**config.mk**
```make
export PLATFORM = sky130hd
export DESIGN_NAME = xmove_wait_ctrl
export DESIGN_NICKNAME = d
export VERILOG_FILES = /design/src/rtl/xmove_wait_pkg.sv /design/src/rtl/xmove_phase_counter.sv /design/src/rtl/xmove_wait_ctrl.sv
export SDC_FILE = /design/constraint.sdc
export NUM_CORES = 1
export LEC_CHECK = 0
export ABC_AREA = 1
export CELL_PAD_IN_SITES_DETAIL_PLACEMENT = 1
export CELL_PAD_IN_SITES_GLOBAL_PLACEMENT = 1
export CORE_UTILIZATION = 41
export CTS_CLUSTER_DIAMETER = 60
export DETAILED_ROUTE_END_ITERATION = 10
export DONT_BUFFER_PORTS = 1
export PLACE_DENSITY = 0.72
export SKIP_LAST_GASP = 1
export SYNTH_ARGS = -nofsm -noshare
export SYNTH_HDL_FRONTEND = slang
export SYNTH_HIERARCHICAL = 1
export SYNTH_SLANG_ARGS = --single-unit
```
**constraint.sdc**
```tcl
create_clock -name CLK -period 1.2 [get_ports CLK]
set_input_delay 0.3 -clock CLK [delete_from_list [all_inputs] [get_ports CLK]]
set_output_delay 0.3 -clock CLK [all_outputs]
set_load 0.005 [all_outputs]
```
**src/rtl/xmove_wait_pkg.sv**
```systemverilog
// constants and types for the external data move wait-state control
package xmove_wait_pkg;
    localparam int CLK_PERIOD_NS = 4;
    localparam int PHASES_PER_CYCLE = 4;
    localparam logic [1:0] PHASE_ONE = 2'h0;
    localparam logic [1:0] PHASE_THREE = 2'h2;
    localparam logic [1:0] PHASE_FOUR = 2'h3;
    localparam int EXTEND_ENABLE_BIT = 7;
    localparam int STRETCH_MSB = 2;
    localparam int STRETCH_LSB = 0;
    localparam logic [7:0] MEMORY_MAP_RESET = 8'h00;
    localparam logic [7:0] CLOCK_CONTROL_RESET = 8'h01;
    localparam logic [3:0] MOVE_BASE_CYCLES = 4'h2;

    typedef enum logic [3:0] {
        S_IDLE = 4'b0001,
        S_FETCH = 4'b0010,
        S_ACCESS = 4'b0100,
        S_WAIT = 4'b1000
    } move_state_t;

    typedef struct packed {
        logic start;
        logic write;
    } move_req_t;

    typedef struct packed {
        logic read_strobe;
        logic write_strobe;
        logic busy;
        logic done;
    } move_stat_t;
endpackage

```
**src/rtl/xmove_phase_counter.sv**
```systemverilog
// machine-cycle phase counter, four clocks per machine cycle
`timescale 1ns/10ps
module xmove_phase_counter (
    // clock and reset
    input wire logic CLK,
    input wire logic SYS_RST,
    // phase
    input wire logic run,
    output logic [1:0] phase
);
    import xmove_wait_pkg::*;
    logic [1:0] next_phase;

    always_comb begin
        next_phase = run ? 2'(phase + 2'h1) : PHASE_ONE;
    end

    always_ff @(posedge CLK or posedge SYS_RST) begin
        if (SYS_RST) begin
            phase <= PHASE_ONE;
        end else begin
            phase <= next_phase;
        end
    end

    // every clock of a running move must advance the phase, so a cycle is four clocks
    property p_wrap;
        @(posedge CLK) disable iff (SYS_RST)
        run |=> phase == 2'($past(phase) + 2'h1);
    endproperty
    a_wrap: assert property (p_wrap)
        else $error("phase did not advance by one while running");
endmodule

```
**src/rtl/xmove_wait_ctrl.sv**
```systemverilog
// external data move timing with stretch and hardware wait extension
`timescale 1ns/10ps
module xmove_wait_ctrl (
    // clock and reset
    input wire logic CLK,
    input wire logic SYS_RST,
    // move request from the core, taken in idle
    input wire xmove_wait_pkg::move_req_t MOVE_REQ,
    output xmove_wait_pkg::move_stat_t MOVE_STAT,
    // special-function register writes
    input wire logic MAP_WR,
    input wire logic MAP_WR_UNLOCKED,
    input wire logic CLK_CTRL_WR,
    input wire logic [7:0] SFR_WDATA,
    output logic [7:0] MEMORY_MAP_CONTROL,
    output logic [7:0] CLOCK_CONTROL_REGISTER,
    // port four bit zero: plain port data or extend request
    input wire logic PORT_FOUR_BIT_ZERO,
    output logic PORT_FOUR_BIT_ZERO_AS_WAIT,
    output logic EXTEND_REQ_SEEN
);
    import xmove_wait_pkg::*;

    move_state_t state, next_state;
    logic [7:0] next_map, next_clk_ctrl;
    logic [3:0] cycles_left, next_cycles_left;
    logic write_mode, next_write_mode;
    logic strobe, next_strobe;
    logic done, next_done;
    logic seen, next_seen;
    logic [1:0] phase;
    logic extend_enable;
    logic [2:0] stretch_select;
    logic extend_active;

    xmove_phase_counter u_phase (
        .CLK(CLK),
        .SYS_RST(SYS_RST),
        .run(state != S_IDLE),
        .phase(phase)
    );

    function automatic logic [3:0] move_cycles(input logic [2:0] sel);
        return 4'(MOVE_BASE_CYCLES + {1'b0, sel});
    endfunction

    assign extend_enable = MEMORY_MAP_CONTROL[EXTEND_ENABLE_BIT];
    assign stretch_select = CLOCK_CONTROL_REGISTER[STRETCH_MSB:STRETCH_LSB];
    // the pin becomes the wait input only while extension is enabled
    assign PORT_FOUR_BIT_ZERO_AS_WAIT = extend_enable;
    assign extend_active = extend_enable && PORT_FOUR_BIT_ZERO;

    // register writes
    always_comb begin
        next_map = MEMORY_MAP_CONTROL;
        next_clk_ctrl = CLOCK_CONTROL_REGISTER;
        // unlock qualifies the whole register; a plain write is dropped
        if (MAP_WR && MAP_WR_UNLOCKED) begin
            next_map = SFR_WDATA;
        end
        if (CLK_CTRL_WR) begin
            next_clk_ctrl = SFR_WDATA;
        end
    end

    always_ff @(posedge CLK or posedge SYS_RST) begin
        if (SYS_RST) begin
            MEMORY_MAP_CONTROL <= MEMORY_MAP_RESET;
            CLOCK_CONTROL_REGISTER <= CLOCK_CONTROL_RESET;
        end else begin
            MEMORY_MAP_CONTROL <= next_map;
            CLOCK_CONTROL_REGISTER <= next_clk_ctrl;
        end
    end

    // move sequencer: one fetch cycle, then access cycles counted down
    always_comb begin
        next_state = state;
        next_cycles_left = cycles_left;
        next_write_mode = write_mode;
        next_strobe = strobe;
        next_done = 1'b0;
        next_seen = seen;
        case (state)
            S_IDLE: begin
                next_seen = 1'b0;
                if (MOVE_REQ.start) begin
                    next_state = S_FETCH;
                    next_write_mode = MOVE_REQ.write;
                    // stretch is latched so a mid-move write cannot cut it short
                    next_cycles_left = 4'(move_cycles(stretch_select) - 4'h1);
                end
            end
            S_FETCH: begin
                if (phase == PHASE_FOUR) begin
                    next_state = S_ACCESS;
                    // latched count of one means stretch 0: strobe only in phases 2..3
                    // uses the latched count so a write during fetch cannot change it
                    next_strobe = (cycles_left != 4'h1);
                end
            end
            S_ACCESS: begin
                if (phase == PHASE_ONE && cycles_left == 4'h1) begin
                    next_strobe = 1'b1;
                end
                if (phase == PHASE_THREE && cycles_left == 4'h1) begin
                    if (extend_active) begin
                        // wait cycle keeps strobe asserted
                        next_seen = 1'b1;
                        next_state = S_WAIT;
                    end else begin
                        next_strobe = 1'b0;
                    end
                end
                if (phase == PHASE_FOUR) begin
                    if (cycles_left == 4'h1 && state == next_state) begin
                        next_state = S_IDLE;
                        next_done = 1'b1;
                    end else if (state == next_state) begin
                        next_cycles_left = 4'(cycles_left - 4'h1);
                    end
                end
            end
            S_WAIT: begin
                // no count limit on waits
                if (phase == PHASE_THREE) begin
                    if (!extend_active) begin
                        next_strobe = 1'b0;
                        next_state = S_ACCESS;
                    end
                end
            end
            default: begin
                next_state = S_IDLE;
            end
        endcase
    end

    always_ff @(posedge CLK or posedge SYS_RST) begin
        if (SYS_RST) begin
            state <= S_IDLE;
            cycles_left <= 4'h0;
            write_mode <= 1'b0;
            strobe <= 1'b0;
            done <= 1'b0;
            seen <= 1'b0;
        end else begin
            state <= next_state;
            cycles_left <= next_cycles_left;
            write_mode <= next_write_mode;
            strobe <= next_strobe;
            done <= next_done;
            seen <= next_seen;
        end
    end

    assign MOVE_STAT.read_strobe = strobe && !write_mode;
    assign MOVE_STAT.write_strobe = strobe && write_mode;
    assign MOVE_STAT.busy = (state != S_IDLE);
    assign MOVE_STAT.done = done;
    assign EXTEND_REQ_SEEN = seen;

    // clock counter for checking move length
    logic [7:0] clocks_in_move;
    always_ff @(posedge CLK or posedge SYS_RST) begin
        if (SYS_RST) begin
            clocks_in_move <= 8'h00;
        end else if (state == S_IDLE) begin
            clocks_in_move <= 8'h00;
        end else if (clocks_in_move != 8'hFF) begin
            clocks_in_move <= 8'(clocks_in_move + 8'h01);
        end
    end

    property p_min_length;
        @(posedge CLK) disable iff (SYS_RST)
        $rose(done) |-> clocks_in_move >= 8'(PHASES_PER_CYCLE * move_cycles(stretch_select));
    endproperty
    a_min_length: assert property (p_min_length)
        else $error("move shorter than stretch length");

    property p_wait_enter;
        @(posedge CLK) disable iff (SYS_RST)
        state == S_ACCESS && phase == PHASE_THREE && cycles_left == 4'h1 && extend_active
        |=> state == S_WAIT && strobe;
    endproperty
    a_wait_enter: assert property (p_wait_enter)
        else $error("active sample did not insert wait");

    property p_ignore_disabled;
        @(posedge CLK) disable iff (SYS_RST)
        !extend_enable |-> ##1 state != S_WAIT || $past(state) == S_WAIT;
    endproperty
    a_ignore_disabled: assert property (p_ignore_disabled)
        else $error("wait entered with extension disabled");

    property p_wait_exit;
        @(posedge CLK) disable iff (SYS_RST)
        state == S_WAIT && phase == PHASE_THREE && !extend_active
        |=> !strobe ##1 done;
    endproperty
    a_wait_exit: assert property (p_wait_exit)
        else $error("move did not finish after inactive sample");

    property p_protect;
        @(posedge CLK) disable iff (SYS_RST)
        MAP_WR && !MAP_WR_UNLOCKED |=> $stable(MEMORY_MAP_CONTROL);
    endproperty
    a_protect: assert property (p_protect)
        else $error("unprotected write changed extend enable");

    property p_wait_cycle;
        @(posedge CLK) disable iff (SYS_RST)
        $rose(state == S_WAIT) |-> (state == S_WAIT && strobe)[*4];
    endproperty
    a_wait_cycle: assert property (p_wait_cycle)
        else $error("wait cycle shorter than four clocks");

    property p_pin_alt;
        @(posedge CLK) disable iff (SYS_RST)
        state == S_WAIT |-> PORT_FOUR_BIT_ZERO_AS_WAIT && extend_enable;
    endproperty
    a_pin_alt: assert property (p_pin_alt)
        else $error("wait used without pin alternate function");

    property p_sample_phase;
        @(posedge CLK) disable iff (SYS_RST)
        $rose(seen) |-> $past(phase) == PHASE_THREE;
    endproperty
    a_sample_phase: assert property (p_sample_phase)
        else $error("request sampled outside third phase");

    c_read: cover property (@(posedge CLK) disable iff (SYS_RST)
        $rose(MOVE_STAT.read_strobe));
    c_write: cover property (@(posedge CLK) disable iff (SYS_RST)
        $rose(MOVE_STAT.write_strobe));
    c_wait: cover property (@(posedge CLK) disable iff (SYS_RST)
        state == S_WAIT ##4 state == S_WAIT);
    c_done_waited: cover property (@(posedge CLK) disable iff (SYS_RST) done && seen);
endmodule

```
==> results.md <==
* Outcome: complete, but fails checks
* Failing checks: setup timing
* Total negative slack at -2.21 ns
* Post-synth top cells: nand2_1, dfrtp_1, inv_1
* N_diodes at 0
* FFs w/ async S/R, synth at 1.00
* Cell taking the most area after synthesis: dfrtp_1
* Min Tclk post-route at about 1.4 ns
* Most used DFF post-synth: dfrtp_1
* DR vias at ~1400
* Worst Skew at 0.00313 ns
* Initial Util at 0.444
* Top-count cell post-synth: nand2_1
* Synthesis-stage register bit count at 30
* Per-cell routed wire length at about 18 um
* GRT Util Overall at 0.238
* Critical path arrival at 1.67 ns
* Cell Area, Placed at roughly 0.0017 sq mm
* Leading post-synthesis cells by cell area: dfrtp_1, nand2_1, mux2_2
* Slew @ Worst Pin at about 0.32 ns
* Post-synth EDFFs at 0
* Initial antenna violation count at 0
* Inst Count DP at about 230
* Critical path, cell by cell: buf_6, nor2_4, inv_2, nor2_4, buf_6, nand3_4, nand2_2, nand2_2, nand2_1
* Post-synth net total at 195
* Peak VDD IR at between 0.0009 and 0.001 V
* Die area at around 0.0040 sq mm
* Core area at ~0.0035 sq mm
* Synth unique cells at 25
* Power per Cell Area at between 2000 and 2500 mW/mm^2
* P&R area growth vs syn at 30.2%
* Worst-Skew Late Latency at slightly below 0.3 ns
* Crit path buf inv count at 3
* Final setup violating endpoints at 12
* Final wirelength at about 4.6 mm
* Total grt overflow at 0
* Final Instance Area at between 0.002 and 0.0025 sq mm
* Syn avg cell area at roughly 9 sq um
* First-pass GRT wire length at 7.18 mm
* Pleak at ~0.99 nW
* Root buf cell: clkbuf_8
* Die W at about 63 um
* F_max at about 0.69 GHz
* Vias in the first global route at 1560
* I/O pin total at 38
* HP Class: in2reg
* Row count at 21
* Register area at 754 sq um
* CP top delay family: simple AND/OR/NAND/NOR gates
* Multi-input logic area at between 700 and 800 sq um
* Final Non-Filler Cells at about 250
* # fillers at ~420
* Max H-tree Level at 2
* Tcrit/Tclk final at 1.21
* Initial detailed-routing violation count at 47
* Gpl congestion at around 0.84
* Cells after synthesis at roughly 180
* Clk buf depth at 2
* CP Class: reg2reg
* Share of cells above drive strength 1 at 0.377
* Reg2reg start: state[0]
* RSZ-0062 raised after global routing: true
* Num CTS Buffers at 5
* PnR Total Power at approximately 4.6 mW
* Final hold violations at 0
* CTS tree: built
* Clock slew at reported path FFs at roughly 0.070 ns
* Via/cell ratio at 5.36
* Antenna viol nets, final at 0
* HP Start: CLK_CTRL_WR
* Slew HR at 0.783
* Clock sinks at 30
* CP peak stage delay at roughly 0.39 ns
* Yosys warning total at 6
* Crit path max fanout at 5
* Crit path capture type: flop
* Synth Cell Area at about 0.0015 sq mm
* Nets@finish at roughly 230
* Seq/Total Area, Yosys at 0.489
* Final WS setup at -0.248 ns
* Top cell type's share of synthesized area at 0.455
* R2r setup slk at -0.25 ns
* PortBufs at 0
* First drt pass iteration count at 4
* Residual DRC at 0
* Largest net degree at the start of global routing at 19
* Slew Limit Fails at 0
* Die Y at roughly 63 um
* Worst path required time at approximately 1.4 ns
* HPWL Detailed at between 2 and 3 mm
* CP max-delay cell: dfstp_2
* Maxcap violations at 0
* Crit start category: flop
* Start point of the critical path: state[0]
## flip-flops by register name (all words and copies together) (netlist names)
signal / count
strobe: 1
state: 4
u_phase/phase: 2
done: 1
CLOCK_CONTROL_REGISTER: 8
write_mode: 1
EXTEND_REQ_SEEN: 1
cycles_left: 4
MEMORY_MAP_CONTROL: 8
## path summary, 6_finish.rpt
| check | cells past startpoint | endpoint |
|---|---|---|
| worst max-delay path | 9 | cycles_left[3] |
| worst min-delay path | 1 | CLOCK_CONTROL_REGISTER[0] |
| worst max register to register | 9 | cycles_left[3] |
| worst min register to register | 2 | EXTEND_REQ_SEEN |
| max in group asynchronous | 3 | CLOCK_CONTROL_REGISTER[0] |
| min in group asynchronous | 2 | u_phase/phase[0] |
## worst register-to-register path: cells and delay by family (launching register included)
| kind | cells | cell delay (ns) |
|---|---|---|
| and+or+nand+nor | 6 | 0.63 |
| DFF | 1 | 0.39 |
| buffers and inverters | 3 | 0.35 |
## layer usage
layer / wire, um / vias to the layer above / GRT usage
met5: 0 / - / 0
met4: 73 / 0 / 0.0795
met3: 240 / 9 / 0.0634
met2: 2490 / 43 / 0.453
met1: 1790 / 682 / 0.250
li1: - / 622 / -
## stage by stage
| stage | hold slack [ns] | setup slack (ns) | util |
|---|---|---|---|
| global placement | 0.0440 | -0.0757 | 0.487 |
| detailed placement | 0.0472 | -0.131 | 0.487 |
| CTS | 0.0575 | -0.204 | 0.552 |
| finish | 0.0600 | -0.248 | 0.578 |
| floorplan | 0.0412 | 0.00610 | - |
| global route | 0.0444 | -0.322 | 0.578 |
## cell families (layout without fill, tap and decap cells)
| family | count (synthesis) | in the layout | share of synthesized area |
|---|---|---|---|
| AND/OR/NAND/NOR | 89 | 90 | 0.283 |
| flip-flops | 30 | 30 | 0.489 |
| multiplexers | 8 | 8 | 0.0585 |
| XOR/XNOR | 2 | 2 | 0.0114 |
| buffers and inverters | 27 | 57 | 0.0723 |
| AO/OA/AOI/OAI | 17 | 17 | 0.0617 |
| adder cells (fa/ha/maj) | 3 | 3 | 0.0244 |
## final cells by class
type                    instances  area share
clock buffers                   6      0.0412
inverters                      23      0.0430
flip-flops and latches         30       0.376
well taps                      46      0.0287
clock inverters                 2     0.00624
repair buffers                 26       0.112
multi-input cells             120       0.393
## where the power goes
part           internal [mW]  switching, mW  leakage [nW]
sequential              1.27          0.231         0.364
combinational          0.934           1.34         0.580
clock                  0.460          0.406        0.0472
total                   2.67           1.97         0.991
## cell usage in the layout (no fill, tap or decap), types with 2 or more instances in the layout
cell type  netlist  routed
inv_1           22      19
ha_1             3       2
dfrtp_1         28      27
a21oi_1          5       4
nand3_2          2       3
a21oi_2          1       2
clkbuf_8         0       6
inv_2            1       4
nand4_1          6       6
o21ai_2          1       2
nor2_2           1       2
dfstp_2          2       2
buf_4            2      18
o21ai_0          9       7
nand2_1         45      39
mux2_2           8       8
nor2_4           4       6
nand3_1         12       8
nand3_4          1       5
nor2_1          15      12
buf_6            0       7
nand2_2          2       8
## timing repair
item                                   CTS  global route
hold buffers                             1             0
gates cloned                             1             0
endpoints found under the hold margin   28             0
setup endpoints to repair               11            13
pin swaps                                7            15
setup buffers                            8             3
gates resized for setup                 15            16
Power figures use the tool's default switching activity.
